<file path="config.mk">
export PLATFORM = sky130hd
export DESIGN_NAME = dpglu_top
export DESIGN_NICKNAME = d
export VERILOG_FILES = /design/src/dpglu_pkg.sv /design/src/dpglu_top.sv
export SDC_FILE = /design/constraint.sdc
export NUM_CORES = 1
export LEC_CHECK = 0
export BUFFER_PORTS_ARGS = -buffer_cell sky130_fd_sc_hd__buf_2
export CAP_MARGIN = 20
export CORE_MARGIN = 5
export CORE_UTILIZATION = 24
export DETAILED_ROUTE_END_ITERATION = 7
export GPL_TIMING_DRIVEN = 0
export PLACE_DENSITY = 0.4
export REMOVE_ABC_BUFFERS = 1
export SLEW_MARGIN = 20
export SYNTH_ARGS = -nofsm -noshare
export SYNTH_HDL_FRONTEND = slang
export SYNTH_SLANG_ARGS = --single-unit
</file>
<file path="constraint.sdc">
create_clock -name CORE_CLK -period 5.6 [get_ports CORE_CLK]
set_clock_uncertainty 0.2 [all_clocks]
set_input_delay 0.56 -clock CORE_CLK [delete_from_list [all_inputs] [get_ports CORE_CLK]]
set_output_delay 0.56 -clock CORE_CLK [all_outputs]
set_load 0.01 [all_outputs]
</file>
<file path="src/dpglu_pkg.sv">
// Constants, field layout and carrier types of the data-pump peripheral glue.
// Assumes one core clock; every address, length and field constant of the top module's logic lives here, though its checks repeat some as literals.
package dpglu_pkg;

  ////////////////////////////////////////////////////////////////////////////
  // Clocking
  localparam int OSC_KHZ = 40320;
  localparam int CODEC_DIV = 2;
  localparam int CODEC_KHZ = OSC_KHZ / CODEC_DIV;
  localparam int SYNTH_LOW_KHZ = 80640;
  localparam int SYNTH_HIGH_KHZ = 89740;

  ////////////////////////////////////////////////////////////////////////////
  // Shared RAM
  localparam int RAM_DEPTH = 16;
  localparam logic [15:0] RAM_FIRST = 16'h2000;
  localparam logic [15:0] RAM_LAST = 16'h200F;
  localparam logic [3:0] CTRL_ENTRY = 4'hE;
  localparam int SLEEP_BIT = 7;
  localparam logic [7:0] CTRL_KEEP_MASK = 8'h7F;
  localparam logic [7:0] RAM_RESET = 8'h00;

  ////////////////////////////////////////////////////////////////////////////
  // Core-side registers
  localparam logic [15:0] EYE_X_ADDR = 16'h3000;
  localparam logic [15:0] EYE_Y_ADDR = 16'h3001;
  localparam logic [15:0] SPC_ADDR = 16'h3002;
  localparam logic [15:0] NARROW_DATA_BASE = 16'h3004;
  localparam logic [15:0] WIDE_DATA_BASE = 16'h3008;
  localparam int NARROW_WORDS = 2;
  localparam int WIDE_WORDS = 4;

  // Serial port control fields
  localparam int SPC_NFR_OUT_BIT = 0;
  localparam int SPC_WFR_OUT_BIT = 1;
  localparam int SPC_WLEN_LSB = 2;
  localparam int SPC_WLEN_W = 6;
  localparam int SPC_BUSY_LSB = 8;
  localparam int SPC_DONE_LSB = 10;
  localparam logic [15:0] SPC_RESET = 16'h00FC;

  ////////////////////////////////////////////////////////////////////////////
  // Frame lengths
  localparam logic [6:0] NARROW_BITS = 7'h20;
  localparam logic [6:0] WIDE_MAX_BITS = 7'h40;
  localparam logic [4:0] EYE_BITS = 5'h10;

  typedef struct packed {
    logic frame_oe;
    logic frame_o;
    logic td;
  } dpglu_ser_out_t;

  typedef struct packed {
    logic cs;
    logic rd;
    logic wr;
  } dpglu_host_strb_t;

  typedef enum {EYE_IDLE, EYE_SHIFT} dpglu_eye_st_t;

endpackage

</file>
<file path="src/dpglu_top.sv">
// Peripheral glue around the data-pump core: clocks, two serial ports,
// shared RAM, interrupt staging, power-down latch and eye-pattern output.
// Assumes SCLK and all pins but the host strobes are synchronous to CORE_CLK, SCLK well slower.
`timescale 1ns/1ps

module dpglu_top
  import dpglu_pkg::*;
(
  // Clock and reset
  input wire logic CORE_CLK,
  input wire logic RST,
  // Clock control pins
  input wire logic PLL_SELECT_PIN,
  input wire logic TEST_MODE_PIN,
  output logic CODEC_REF_CLK,
  output logic SYNTH_HIGH_SEL,
  // Serial ports
  input wire logic SCLK,
  input wire logic NARROW_PORT_FRAME_I,
  output logic NARROW_PORT_FRAME_O,
  output logic NARROW_PORT_FRAME_OE,
  output logic NARROW_PORT_TX_DATA,
  input wire logic NARROW_PORT_RX_DATA,
  input wire logic WIDE_PORT_FRAME_I,
  output logic WIDE_PORT_FRAME_O,
  output logic WIDE_PORT_FRAME_OE,
  output logic WIDE_PORT_TX_DATA,
  input wire logic WIDE_PORT_RX_DATA,
  // Core data bus
  input wire logic [15:0] DSP_ADDR,
  input wire logic [15:0] DSP_WDATA,
  input wire logic DSP_WR,
  input wire logic DSP_RD,
  output logic [15:0] DSP_RDATA,
  // Host port
  input wire logic HOST_SELECT_N,
  input wire logic HOST_READ_STROBE_N,
  input wire logic HOST_WRITE_STROBE_N,
  input wire logic [3:0] HOST_ADDR,
  input wire logic [7:0] HOST_DATA_I,
  output logic [7:0] HOST_DATA_O,
  output logic HOST_DATA_OE,
  // Interrupts
  input wire logic [3:1] INTERRUPT_LINE_N,
  input wire logic INT_SRC0,
  output logic [3:0] CORE_IRQ,
  output logic [1:0] CORE_IRQ_TOP,
  // Power-down and eye pattern
  output logic SLEEP_REQUEST,
  output logic SCOPE_FRAME_OUT,
  output logic SCOPE_SERIAL_OUT
);

  ////////////////////////////////////////////////////////////////////////////
  // Clocks
  logic codec_clk_r;
  logic synth_sel_r;

  always_ff @(posedge CORE_CLK) begin
    if (RST) begin
      codec_clk_r <= 1'b0;
    end else begin
      codec_clk_r <= ~codec_clk_r;
    end
  end

  // Test mode reserved: hold the low rate
  always_ff @(posedge CORE_CLK) begin
    if (RST) begin
      synth_sel_r <= 1'b0;
    end else begin
      synth_sel_r <= PLL_SELECT_PIN & ~TEST_MODE_PIN;
    end
  end

  assign CODEC_REF_CLK = codec_clk_r;
  assign SYNTH_HIGH_SEL = synth_sel_r;

  ////////////////////////////////////////////////////////////////////////////
  // Core bus decode
  logic [15:0] spc_r;
  logic [15:0] dsp_rdata_r;
  logic [15:0] dsp_rd_nxt;
  logic [7:0] ram_r [RAM_DEPTH];
  logic [1:0] busy_r;
  logic [1:0] done_r;
  logic [63:0] rx_word_r [2];
  logic [63:0] tx_word_r [2];
  logic dsp_ram_hit;

  assign dsp_ram_hit = (DSP_ADDR >= RAM_FIRST) && (DSP_ADDR <= RAM_LAST);

  always_comb begin
    dsp_rd_nxt = 16'h0000;
    if (dsp_ram_hit) begin
      dsp_rd_nxt = {ram_r[DSP_ADDR[3:0]], 8'h00};
    end else if (DSP_ADDR == SPC_ADDR) begin
      dsp_rd_nxt = spc_r;
      dsp_rd_nxt[SPC_BUSY_LSB +: 2] = busy_r;
      dsp_rd_nxt[SPC_DONE_LSB +: 2] = done_r;
    end else if (DSP_ADDR[15:1] == NARROW_DATA_BASE[15:1]) begin
      dsp_rd_nxt = rx_word_r[0][{DSP_ADDR[0], 4'h0} +: 16];
    end else if (DSP_ADDR[15:2] == WIDE_DATA_BASE[15:2]) begin
      dsp_rd_nxt = rx_word_r[1][{DSP_ADDR[1:0], 4'h0} +: 16];
    end
  end

  always_ff @(posedge CORE_CLK) begin
    if (RST) begin
      dsp_rdata_r <= 16'h0000;
    end else if (DSP_RD) begin
      dsp_rdata_r <= dsp_rd_nxt;
    end
  end

  assign DSP_RDATA = dsp_rdata_r;

  // Status bits are not stored here; they are overlaid on read
  always_ff @(posedge CORE_CLK) begin
    if (RST) begin
      spc_r <= SPC_RESET;
    end else if (DSP_WR && DSP_ADDR == SPC_ADDR) begin
      spc_r <= {8'h00, DSP_WDATA[7:0]};
    end
  end

  ////////////////////////////////////////////////////////////////////////////
  // Host strobe synchronisers
  dpglu_host_strb_t hs1_r, hs2_r, hs3_r;
  logic [3:0] h_addr_r;
  logic [7:0] h_data_r;
  logic h_sel_r;
  logic h_commit;
  logic h_wr_act;
  logic h_rd_act;
  logic [7:0] host_out_r;
  logic host_oe_r;

  always_ff @(posedge CORE_CLK) begin
    if (RST) begin
      hs1_r <= '1;
      hs2_r <= '1;
      hs3_r <= '1;
    end else begin
      hs1_r <= {HOST_SELECT_N, HOST_READ_STROBE_N, HOST_WRITE_STROBE_N};
      hs2_r <= hs1_r;
      hs3_r <= hs2_r;
    end
  end

  assign h_wr_act = ~hs2_r.wr & ~hs2_r.cs;
  assign h_rd_act = ~hs2_r.rd & ~hs2_r.cs;
  // Commit on the trailing edge, when host data has settled
  assign h_commit = h_sel_r & hs2_r.wr & ~hs3_r.wr;

  always_ff @(posedge CORE_CLK) begin
    if (RST) begin
      h_sel_r <= 1'b0;
      h_addr_r <= 4'h0;
      h_data_r <= 8'h00;
    end else if (h_wr_act) begin
      h_sel_r <= 1'b1;
      h_addr_r <= HOST_ADDR;
      h_data_r <= HOST_DATA_I;
    end else if (h_commit) begin
      h_sel_r <= 1'b0;
    end
  end

  always_ff @(posedge CORE_CLK) begin
    if (RST) begin
      host_out_r <= 8'h00;
      host_oe_r <= 1'b0;
    end else begin
      host_out_r <= ram_r[HOST_ADDR];
      host_oe_r <= h_rd_act;
    end
  end

  assign HOST_DATA_O = host_out_r;
  assign HOST_DATA_OE = host_oe_r;

  ////////////////////////////////////////////////////////////////////////////
  // Shared RAM; the power-down bit is never stored, so it reads as zero
  logic sleep_r;

  // Host write lands last and wins a same-byte collision
  always_ff @(posedge CORE_CLK) begin
    if (RST) begin
      for (int i = 0; i < RAM_DEPTH; i++) begin
        ram_r[i] <= RAM_RESET;
      end
    end else begin
      if (DSP_WR && dsp_ram_hit) begin
        ram_r[DSP_ADDR[3:0]] <= (DSP_ADDR[3:0] == CTRL_ENTRY) ?
          (DSP_WDATA[15:8] & CTRL_KEEP_MASK) : DSP_WDATA[15:8];
      end
      if (h_commit) begin
        ram_r[h_addr_r] <= (h_addr_r == CTRL_ENTRY) ?
          (h_data_r & CTRL_KEEP_MASK) : h_data_r;
      end
    end
  end

  always_ff @(posedge CORE_CLK) begin
    if (RST) begin
      sleep_r <= 1'b0;
    end else if (h_commit && h_addr_r == CTRL_ENTRY &&
                 h_data_r[SLEEP_BIT]) begin
      sleep_r <= 1'b1;
    end
  end

  assign SLEEP_REQUEST = sleep_r;

  ////////////////////////////////////////////////////////////////////////////
  // Interrupt staging
  logic [3:0] irq_r;
  logic [1:0] irq_top_r;
  logic [3:0] irq_nxt;

  function automatic logic [1:0] top_of(input logic [3:0] v);
    logic [1:0] t;
    t = 2'h0;
    for (int i = 0; i < 4; i++) begin
      if (v[i]) t = 2'(i);
    end
    return t;
  endfunction

  assign irq_nxt = {~INTERRUPT_LINE_N, INT_SRC0};

  always_ff @(posedge CORE_CLK) begin
    if (RST) begin
      irq_r <= 4'h0;
      irq_top_r <= 2'h0;
    end else begin
      irq_r <= irq_nxt;
      irq_top_r <= top_of(irq_nxt);
    end
  end

  assign CORE_IRQ = irq_r;
  assign CORE_IRQ_TOP = irq_top_r;

  ////////////////////////////////////////////////////////////////////////////
  // Serial ports: both share SCLK, edges seen by one sample delay
  logic sclk_q_r;
  logic sclk_rise;
  logic sclk_fall;
  logic [1:0] fr_in;
  logic [1:0] rd_in;
  logic [1:0] fr_mode;
  logic [6:0] len [2];
  dpglu_ser_out_t ser_r [2];

  always_ff @(posedge CORE_CLK) begin
    if (RST) begin
      sclk_q_r <= 1'b0;
    end else begin
      sclk_q_r <= SCLK;
    end
  end

  assign sclk_rise = SCLK & ~sclk_q_r;
  assign sclk_fall = ~SCLK & sclk_q_r;
  assign fr_in = {WIDE_PORT_FRAME_I, NARROW_PORT_FRAME_I};
  assign rd_in = {WIDE_PORT_RX_DATA, NARROW_PORT_RX_DATA};
  assign fr_mode = {spc_r[SPC_WFR_OUT_BIT], spc_r[SPC_NFR_OUT_BIT]};
  assign len[0] = NARROW_BITS;
  assign len[1] = {1'b0, spc_r[SPC_WLEN_LSB +: SPC_WLEN_W]} + 7'h01;

  for (genvar g = 0; g < 2; g++) begin : g_port
    localparam logic [15:0] BASE = (g == 0) ? NARROW_DATA_BASE :
                                              WIDE_DATA_BASE;
    localparam int NW = (g == 0) ? NARROW_WORDS : WIDE_WORDS;
    logic start;
    logic last;
    logic go;
    logic pend_r;
    logic [6:0] cnt_r;
    logic [63:0] tx_sh_r;
    logic [63:0] rx_sh_r;
    logic [63:0] aligned;

    // Word 0 is written last and launches a device-framed transfer
    assign go = DSP_WR && DSP_ADDR == BASE;
    assign start = sclk_rise & ~busy_r[g] &
                   (fr_mode[g] ? pend_r : ~fr_in[g]);
    assign last = sclk_fall & busy_r[g] & (cnt_r == len[g] - 7'h01);
    assign aligned = tx_word_r[g] << (WIDE_MAX_BITS - len[g]);

    // Words past the port's width stay zero
    for (genvar k = 0; k < WIDE_WORDS; k++) begin : g_word
      always_ff @(posedge CORE_CLK) begin
        if (RST) begin
          tx_word_r[g][16*k +: 16] <= 16'h0000;
        end else if (k < NW && DSP_WR && DSP_ADDR == BASE + 16'(k)) begin
          tx_word_r[g][16*k +: 16] <= DSP_WDATA;
        end
      end
    end

    always_ff @(posedge CORE_CLK) begin
      if (RST) begin
        pend_r <= 1'b0;
      end else begin
        pend_r <= go | (pend_r & ~start);
      end
    end

    always_ff @(posedge CORE_CLK) begin
      if (RST) begin
        busy_r[g] <= 1'b0;
        cnt_r <= 7'h00;
        tx_sh_r <= '0;
        rx_sh_r <= '0;
        rx_word_r[g] <= '0;
        ser_r[g].td <= 1'b0;
      end else if (start) begin
        busy_r[g] <= 1'b1;
        cnt_r <= 7'h00;
        ser_r[g].td <= aligned[63];
        tx_sh_r <= aligned << 1;
      end else if (busy_r[g]) begin
        if (sclk_rise) begin
          ser_r[g].td <= tx_sh_r[63];
          tx_sh_r <= tx_sh_r << 1;
        end
        if (sclk_fall) begin
          rx_sh_r <= {rx_sh_r[62:0], rd_in[g]};
          cnt_r <= cnt_r + 7'h01;
        end
        if (last) begin
          busy_r[g] <= 1'b0;
          rx_word_r[g] <= {rx_sh_r[62:0], rd_in[g]};
        end
      end
    end

    // Frame driven only while the port owns the line
    always_ff @(posedge CORE_CLK) begin
      if (RST) begin
        ser_r[g].frame_o <= 1'b1;
        ser_r[g].frame_oe <= 1'b0;
      end else begin
        ser_r[g].frame_oe <= fr_mode[g];
        if (start && fr_mode[g]) begin
          ser_r[g].frame_o <= 1'b0;
        end else if (last || !fr_mode[g]) begin
          ser_r[g].frame_o <= 1'b1;
        end
      end
    end

    // Completion flag: a new completion beats a clear in the same cycle
    always_ff @(posedge CORE_CLK) begin
      if (RST) begin
        done_r[g] <= 1'b0;
      end else begin
        done_r[g] <= last | (done_r[g] &
          ~(DSP_WR && DSP_ADDR == SPC_ADDR && DSP_WDATA[SPC_DONE_LSB + g]));
      end
    end
  end

  assign NARROW_PORT_FRAME_O = ser_r[0].frame_o;
  assign NARROW_PORT_FRAME_OE = ser_r[0].frame_oe;
  assign NARROW_PORT_TX_DATA = ser_r[0].td;
  assign WIDE_PORT_FRAME_O = ser_r[1].frame_o;
  assign WIDE_PORT_FRAME_OE = ser_r[1].frame_oe;
  assign WIDE_PORT_TX_DATA = ser_r[1].td;

  ////////////////////////////////////////////////////////////////////////////
  // Eye pattern: only the top bytes of X and Y fit in 16 periods
  dpglu_eye_st_t eye_st_r;
  logic [15:0] eye_x_r;
  logic [15:0] eye_y_r;
  logic [15:0] eye_sh_r;
  logic [15:0] eye_seq;
  logic [4:0] eye_cnt_r;
  logic eye_pend_r;
  logic scope_frame_out_r;
  logic scope_serial_out_r;
  logic eye_go;

  assign eye_go = DSP_WR && DSP_ADDR == EYE_Y_ADDR;
  assign eye_seq = {eye_x_r[15:8], eye_y_r[15:8]};

  always_ff @(posedge CORE_CLK) begin
    if (RST) begin
      eye_x_r <= 16'h0000;
      eye_y_r <= 16'h0000;
    end else if (DSP_WR && DSP_ADDR == EYE_X_ADDR) begin
      eye_x_r <= DSP_WDATA;
    end else if (eye_go) begin
      eye_y_r <= DSP_WDATA;
    end
  end

  always_ff @(posedge CORE_CLK) begin
    if (RST) begin
      eye_pend_r <= 1'b0;
    end else begin
      eye_pend_r <= eye_go |
        (eye_pend_r & ~(sclk_rise && eye_st_r == EYE_IDLE));
    end
  end

  always_ff @(posedge CORE_CLK) begin
    if (RST) begin
      eye_st_r <= EYE_IDLE;
      scope_frame_out_r <= 1'b1;
      scope_serial_out_r <= 1'b0;
      eye_sh_r <= 16'h0000;
      eye_cnt_r <= 5'h00;
    end else if (sclk_rise) begin
      case (eye_st_r)
        EYE_IDLE: begin
          if (eye_pend_r) begin
            eye_st_r <= EYE_SHIFT;
            scope_frame_out_r <= 1'b0;
            scope_serial_out_r <= eye_seq[15];
            eye_sh_r <= eye_seq << 1;
            eye_cnt_r <= 5'h01;
          end
        end
        EYE_SHIFT: begin
          if (eye_cnt_r == EYE_BITS) begin
            eye_st_r <= EYE_IDLE;
            scope_frame_out_r <= 1'b1;
            scope_serial_out_r <= 1'b0;
          end else begin
            scope_serial_out_r <= eye_sh_r[15];
            eye_sh_r <= eye_sh_r << 1;
            eye_cnt_r <= eye_cnt_r + 5'h01;
          end
        end
        default: eye_st_r <= EYE_IDLE;
      endcase
    end
  end

  assign SCOPE_FRAME_OUT = scope_frame_out_r;
  assign SCOPE_SERIAL_OUT = scope_serial_out_r;

  ////////////////////////////////////////////////////////////////////////////
  // Checks
  logic [4:0] eye_low_r;
  logic [6:0] nfall_r;
  logic [6:0] wfall_r;

  always_ff @(posedge CORE_CLK) begin
    if (RST || g_port[0].start) nfall_r <= 7'h00;
    else if (sclk_fall && busy_r[0]) nfall_r <= nfall_r + 7'h01;
    if (RST || g_port[1].start) wfall_r <= 7'h00;
    else if (sclk_fall && busy_r[1]) wfall_r <= wfall_r + 7'h01;
    if (RST || scope_frame_out_r) eye_low_r <= 5'h00;
    else if (sclk_rise) eye_low_r <= eye_low_r + 5'h01;
  end
endmodule

</file>
Yosys cells after proc, flatten, opt, wreduce, memory -nomap -nowiden
Memories as Yosys holds them, arrays and structs flattened. A register that Yosys moved wholly into a read port is not among the register bits.
Cells that the tools add are included.
{"block": "op_classes", "shift": 3, "addsub": 6, "mux": 130, "n_bitwise": 62, "eq_ne": 20, "magnitude_cmp": 2, "n_reduce_logical": 45}
{"operator": "$mux W64", "count": 8}
{"operator": "$mux W16", "count": 12}
{"operator": "$eq A16 B14 Y1 const B", "count": 9}
{"operator": "$mux W1", "count": 93}
{"operator": "$logic_not A32 Y1", "count": 2}
{"operator": "$mux W32", "count": 2}
{"operator": "$pmux W32 S2", "count": 1}
{"operator": "$shiftx A64 B6 Y16", "count": 1}
{"operator": "$shiftx A64 B7 Y16", "count": 1}
{"operator": "$shl A64 B7 Y64", "count": 1}
{"operator": "$eq A32 B1 Y1 const B", "count": 1}
{"operator": "$mux W8", "count": 4}
{"operator": "$pmux W16 S2", "count": 1}
{"operator": "$or A1 B1 Y1", "count": 23}
{"operator": "$and A1 B1 Y1", "count": 20}
{"operator": "$logic_and A1 B1 Y1", "count": 18}
{"operator": "$not A1 Y1", "count": 18}
{"operator": "$ge A16 B14 Y1 const B", "count": 1}
{"operator": "$le A16 B14 Y1 const B", "count": 1}
{"operator": "$reduce_or A8 Y1", "count": 2}
{"operator": "$eq A15 B13 Y1 const B", "count": 1}
{"operator": "$add A7 B1 Y7 const B", "count": 2}
{"operator": "$eq A14 B12 Y1 const B", "count": 1}
{"operator": "$reduce_and A3 Y1", "count": 4}
{"operator": "21 further kinds", "count": 41}
{"block": "totals", "mem_bits_rw": 390, "n_memories": 4, "regBits": 383, "out_inout_bits": 42, "wordCells": 311}
{"name": "ram_r", "words": 16, "width": 8, "read_ports": 2, "rd_ports_with_merged_regs": 1, "wr": 16, "line_no": "dpglu_top.sv:84", "rtl": "logic [7:0] ram_r [RAM_DEPTH];"}
{"name": "rx_word_r", "words": 2, "width": 64, "read_ports": 2, "rd_ports_with_merged_regs": 0, "wr": 2, "line_no": "dpglu_top.sv:87", "rtl": "logic [63:0] rx_word_r [2];"}
{"name": "tx_word_r", "words": 2, "width": 64, "read_ports": 2, "rd_ports_with_merged_regs": 0, "wr": 2, "line_no": "dpglu_top.sv:88", "rtl": "logic [63:0] tx_word_r [2];"}
{"name": "ser_r", "words": 2, "width": 3, "read_ports": 2, "rd_ports_with_merged_regs": 0, "wr": 2, "line_no": "dpglu_top.sv:255", "rtl": "dpglu_ser_out_t ser_r [2];"}

Depth between registers and ports, before layout
Gate-level depths: netlist (run 1).
{"block": "depth", "word_depth": 10, "mapped_depth": 12, "mapped_depth_nobuf": 8}

Worst setup path before layout (run 1)
OpenSTA, ideal clock, no wires.
{"block": "synth_timing", "path_type": "flip-flop to flip-flop", "from": "register spc_r[2]", "to": "memory rx_word_r[1][0], enable pin", "synth_period_minus_slack_ns": 4.266, "path_slack_ns": 1.334, "path_buffers": 2, "required_time_ns": 4.976, "stages_incl_launch_ff": 10, "arrival_time_ns": 3.642, "setup_time_ns": 0.424, "cell_sequence": "dfxtp_1 ha_1 buf_6 nand4bb_4 a211o_1 and4_1 buf_4 xnor2_1 or4_4 nand2_1"}
{"item": "from (decl)", "line_no": "dpglu_top.sv:81", "rtl": "logic [15:0] spc_r;"}
{"item": "from (signal assigned)", "line_no": "dpglu_top.sv:123", "rtl": "spc_r <= {8'h00, DSP_WDATA[7:0]};"}
{"item": "to (decl)", "line_no": "dpglu_top.sv:87"}

==> results.json, run 1 <==
{
  "outcome": "finished, final reports clean",
  "cts_sinks": 637,
  "power_density_mw_per_mm2": 304,
  "yosys_warnings": 0,
  "final.min_clock_period_ps": 4260,
  "rsz0062_at_grt": "no",
  "cts_tree": "done",
  "ioPinCount": 104,
  "grt.total_usage": 0.144,
  "ys_ff_latch": 637,
  "drc_errors": 0,
  "cts_root_buffer": "clkbuf_16",
  "wirelength_um": 104000,
  "path_clk_slew_ps": 60,
  "coreArea_mm2": 0.132,
  "critPathMaxFanout": 33,
  "drive_gt1_frac": 0.199,
  "slew_viol_final": 0,
  "grt_pass1_wl_um": 155000,
  "final_cell_mix": "nand2_1 (329), edfxtp_1 (324), dfxtp_1 (309), and2_1 (203), a21oi_1 (202)",
  "clk_path_buf_depth": 3,
  "n_fill_cell": 13500,
  "synth-edff-count": 324,
  "synth-seq-area-share": 0.502,
  "placed_cell_area_mm2": 0.0345,
  "post_cts_buffers": 0,
  "critPathKind": "register to register",
  "cpPeakStageDelay_ps": 690,
  "ys_types": 87,
  "dp_slack_ps": 1230,
  "cp-start-kind": "register",
  "antenna_left": 0,
  "ir_worst_vdd_uv": 206,
  "power_mw": 11.4,
  "wl_per_cell_um": 22.5,
  "tightest_slew_ps": 1130,
  "setup_viol": 0,
  "setup_tns_ps": 0,
  "crit_arrival_ps": 4570,
  "die_area_mm2": 0.140,
  "required_ps": 5900,
  "post-synth-top-area-fraction": 0.305,
  "clk_latency_ps": 650,
  "design_area_mm2": 0.0375,
  "grt_pass1_vias": 22400,
  "area_delta_synth_final_pct": 17.8,
  "crit_chain": "ha_4 -> nand4bb_4 -> a211o_1 -> and4_2 -> xnor2_1 -> or4_4 -> nor2_4 -> buf_16 -> buf_16 -> and2_1",
  "async_flop_share": 0,
  "ctsResizeCount": 0,
  "hp-class": "input pin to register",
  "syn-mean-instance-area_um2": 11.4,
  "final_hold_viol_count": 0,
  "cp_slowest_cell": "and4_2",
  "grt-ovfl-total": 0,
  "first_pass_iters": 8,
  "layout_commonest_cell": "nand2_1",
  "yosysTopAreaCell": "edfxtp_1",
  "antenna_found_initial": 8,
  "cts_buffers": 81,
  "layout.nets": 2869,
  "initial_utilization": 0.242,
  "synth_ff_type": "edfxtp_1",
  "place.gp.congestion": 0.765,
  "dr_total_vias": 22600,
  "end_kind": "register",
  "slew_headroom": 0.240,
  "die_x_um": 374,
  "synth_area_leaders": "edfxtp_1 (31%), dfxtp_1 (20%), mux4_2 (14%), and2_1 (4.0%), nand2_1 (3.9%)",
  "crit_top_cell": "buf_16",
  "synth_area_mm2": 0.0319,
  "vias_per_cell": 4.89,
  "row_count": 133,
  "chipHeight_um": 374,
  "first_iter_violations": 1727,
  "maxClockFrequency_ghz": 0.235,
  "cts_hold_buf": 20,
  "port_buffers": 103,
  "dp_hpwl_um": 68800,
  "cap_viol_max_count": 0,
  "grt_max_degree": 100,
  "p_leak_nw": 12.7,
  "layout_setup_ws_ps": 1340,
  "period_share": 0.761,
  "htree_levels": 3,
  "syn_inst": 2795
}
cells in the mapped netlist (30+ instances only):
| master | instances |
|---|---|
| a211oi_1 | 60 |
| a21oi_1 | 203 |
| a22o_1 | 113 |
| and2_1 | 205 |
| buf_2 | 33 |
| clkbuf_1 | 185 |
| dfxtp_1 | 313 |
| edfxtp_1 | 324 |
| mux2i_1 | 102 |
| mux4_2 | 196 |
| nand2_1 | 333 |
| nand3_1 | 30 |
| nor2_1 | 193 |
| nor3_1 | 33 |
| o21ai_0 | 80 |
critical path: cells and delay by family, from the launching register on:
family                     cells  cell delay, ps
and+or+nand+nor                5            2070
DFF                            1             640
adders and majority gates      1             550
buffers and inverters          2             390
AOI/OAI and AO/OA              1             140
xor gates and xnor gates       1             120
logic make-up (layout without fill, tap and decap cells):
kind of cell    Yosys count  in the layout  synth area share
xor+xnor                 26             26           0.00785
simple gates            913            913             0.139
fa+ha+maj                 5              5           0.00196
mux                     319            319             0.179
flops                   637            637             0.502
buf+inv                 279            355            0.0387
other cells               1              3          0.000118
compound gates          615            615             0.131
routing by layer:
layer	global-route usage	routed length [um]	vias to the layer above
li1	-	-	10500
met1	0.202	48600	11400
met2	0.233	48600	558
met3	0.0238	4740	126
met4	0.0325	2080	2
met5	0	13	-
report_power, final:
part | internal (mW) | switching (mW)
Sequential | 5.06 | 0.0960
Clock | 3.22 | 2.18
Combinational | 0.330 | 0.518
layout make-up:
type	instances	area (um2)	area share
antenna	2	5.00	0.000133
timing repair buffer	177	1600	0.0425
inverter	26	103	0.00273
multi-input combinational	1879	14900	0.396
clock buffer	122	2400	0.0638
tap	1755	2200	0.0585
clock inverter	30	373	0.00993
sequential	637	16000	0.426
through the flow:
step / hold WS (ps) / cells / utilization
after floorplan: 167 / 2542 / -
after global placement: 191 / 4400 / 0.254
after detailed placement: 184 / 4453 / 0.262
after CTS: 64.3 / 4625 / 0.285
after global routing: 90.7 / 4626 / 0.285
final: 123 / 4628 / 0.285
flip-flops by register name (all words and copies together), names as in the netlist, 3 cells and up:
name	flops
ram_r	128
rx_word_r	96
tx_word_r	96
g_port.rx_sh_r	94
g_port.tx_sh_r	94
DSP_RDATA	16
eye_sh_r	15
g_port.cnt_r	14
HOST_DATA_O	8
eye_x_r	8
eye_y_r	8
h_data_r	8
spc_r	8
ser_r	6
eye_cnt_r	5
CORE_IRQ	4
h_addr_r	4
hs1_r	3
hs2_r	3
worst paths after layout:
check	slack [ps]	depth (start not counted)	end	from
setup / recovery	1340	10	rx_word_r[1][27]	spc_r[3]
hold / removal	120	3	spc_r[1]	DSP_WDATA[1]
setup reg to reg	1340	10	rx_word_r[1][27]	spc_r[3]
hold reg to reg	190	1	HOST_DATA_OE	hs2_r[1]
No activity file was read; power rests on OpenSTA's default activity.
==> inputs of run 2 (changes only) <==
- clock period: 5.6 -> 4.2 ns (I/O delays scaled with it)
==> results.json, run 2 (synthesis gave the netlist of run 1 again) <==
{
  "r2r_setup_slack_ps": 240,
  "cpLargestDelayFamily": "simple AND/OR/NAND/NOR gates",
  "dp_hpwl_um": 68800,
  "min_from": "RST",
  "clk_latency_ps": 650,
  "outcome": "finished, final reports clean",
  "die_x_um": 374,
  "tightest_slew_ps": 1150,
  "r2r_start": "spc_r[3]",
  "setup_viol": 0,
  "htree_levels": 3,
  "area_delta_synth_final_pct": 18.3,
  "cap_viol_max_count": 0,
  "first_pass_iters": 7,
  "hold_slack_ps": 35.4,
  "grt_max_degree": 100,
  "design_area_mm2": 0.0377,
  "use_met3": 0.0243,
  "place.gp.congestion": 0.765,
  "top_usage_layer": "met2",
  "drive_gt1_frac": 0.198,
  "dr_total_vias": 22700,
  "period_share": 0.948,
  "placed_cell_area_mm2": 0.0345,
  "reg2reg_to": "ser_r[1][0]",
  "row_count": 133,
  "cts_buffers": 81,
  "cts_tree": "done",
  "end_kind": "register",
  "maxClockFrequency_ghz": 0.251,
  "clk_path_buf_depth": 3,
  "vias_per_cell": 4.89,
  "chipHeight_um": 374,
  "largest_register": "ram_r",
  "ioPinCount": 104,
  "wirelength_um": 104000,
  "grt_pass1_vias": 22500,
  "path_clk_slew_ps": 70,
  "required_ps": 4580,
  "use_met1": 0.202,
  "min_to": "g_port[1].rx_sh_r[62]",
  "crit_arrival_ps": 4370,
  "first_iter_violations": 1768,
  "cp_slowest_cell": "a2111o_2",
  "wl_per_cell_um": 22.5,
  "cp-start-kind": "input pin",
  "final_hold_viol_count": 0,
  "largest_register_ff_count": 128,
  "antenna_found_initial": 6,
  "p_leak_nw": 12.7,
  "layout_commonest_cell": "nand2_1",
  "antenna_left": 0,
  "final_cell_mix": "nand2_1 (329), edfxtp_1 (324), dfxtp_1 (308), and2_1 (203), a21oi_1 (202)",
  "critPathKind": "input pin to register",
  "slew_headroom": 0.224,
  "dp.cells": 4453,
  "hold_depth": 2,
  "cpPeakStageDelay_ps": 830,
  "hp-class": "input pin to register",
  "finalNonFillerCells": 4641,
  "crit_chain": "dlygate4sd3_1 -> buf_2 -> nand2b_1 -> a2111o_2 -> or2_1 -> nor2_1 -> o2111ai_1 -> o211ai_1",
  "rsz0062_at_grt": "no",
  "met2_usage": 0.234,
  "port_buffers": 103,
  "layout_setup_ws_ps": 217,
  "grt_pass1_wl_um": 155000,
  "die_area_mm2": 0.140,
  "ir_worst_vdd_uv": 274,
  "ff2ff_path_depth": 10,
  "power_density_mw_per_mm2": 404,
  "critPathMaxFanout": 15,
  "cts_sinks": 637,
  "layout.nets": 2882,
  "grt-ovfl-total": 0,
  "cp_num_buf_inv": 2,
  "coreArea_mm2": 0.132,
  "grt.total_usage": 0.144,
  "largest_registers": "ram_r x128, rx_word_r x96, tx_word_r x96",
  "drc_errors": 0,
  "dp_slack_ps": -165,
  "cts_root_buffer": "clkbuf_16",
  "final.min_clock_period_ps": 3980,
  "slew_viol_final": 0,
  "initial_utilization": 0.242
}
run 2: power breakdown:
part	internal [mW]	switching, mW	leakage (nW)
Sequential	6.74	0.128	5.72
Combinational	0.447	0.693	5.66
Clock	4.29	2.92	1.36
run 2: cell type report:
class / count / area [um2]
fill: 13500 / 93900
sequential: 637 / 16000
multi-input combinational: 1879 / 14900
clock buffer: 122 / 2400
tap: 1755 / 2200
timing repair buffer: 190 / 1740
clock inverter: 30 / 373
inverter: 26 / 103
antenna: 2 / 5.00
run 2: how the worst max path moves through the flow:
stage / cells after the start / from / endpoint / slack [ps]
2_1_floorplan: 8 / spc_r[2] / ser_r[1][0] / -5400
3_3_place_gp: 3 / RST / rx_word_r[1][61] / -8730
3_5_place_dp: 10 / spc_r[3] / rx_word_r[1][29] / -170
4_1_cts: 11 / spc_r[2] / g_port[1].tx_sh_r[33] / 120
5_1_grt: 7 / spc_r[6] / g_port[1].tx_sh_r[57] / 40
6_report: 8 / SCLK / g_port[1].tx_sh_r[57] / 220
run 2: what timing repair did:
action / CTS / global route
pin swaps: 0 / 1
resized for setup: 2 / 0
setup buffers: 0 / 1
setup endpoints to repair: 76 / 4
hold endpoints to repair: 35 / 0
hold buffers: 32 / 0
run 2: per-layer routing:
| layer | up-vias | share of wire | wire length [um] |
|---|---|---|---|
| met3 | 130 | 0.046 | 4840 |
| met1 | 11400 | 0.46 | 48400 |
| met2 | 534 | 0.47 | 48900 |
| met5 | - | 0.00026 | 27 |
| met4 | 4 | 0.020 | 2090 |
| li1 | 10600 | - | - |
run 2: per-stage QoR:
step / utilization / TNS [ps] / power, mW
after floorplan: - / -891780 / 7.52
after global placement: 0.254 / -5141580 / 8.11
after detailed placement: 0.262 / -10230 / 8.14
after CTS: 0.286 / 0 / 15.5
after global routing: 0.286 / 0 / 15.8
final: 0.286 / 0 / 15.2
run 2: worst reg2reg max path, cell delays in order, from the launching register on:
cell       delay [ps]
dfxtp_2           500
ha_4              370
nand4bb_4         280
a211o_1           320
nand4_1           330
buf_6             250
buf_6             200
mux4_2            520
nor2_1            210
nor4_1             80
or3_1             460
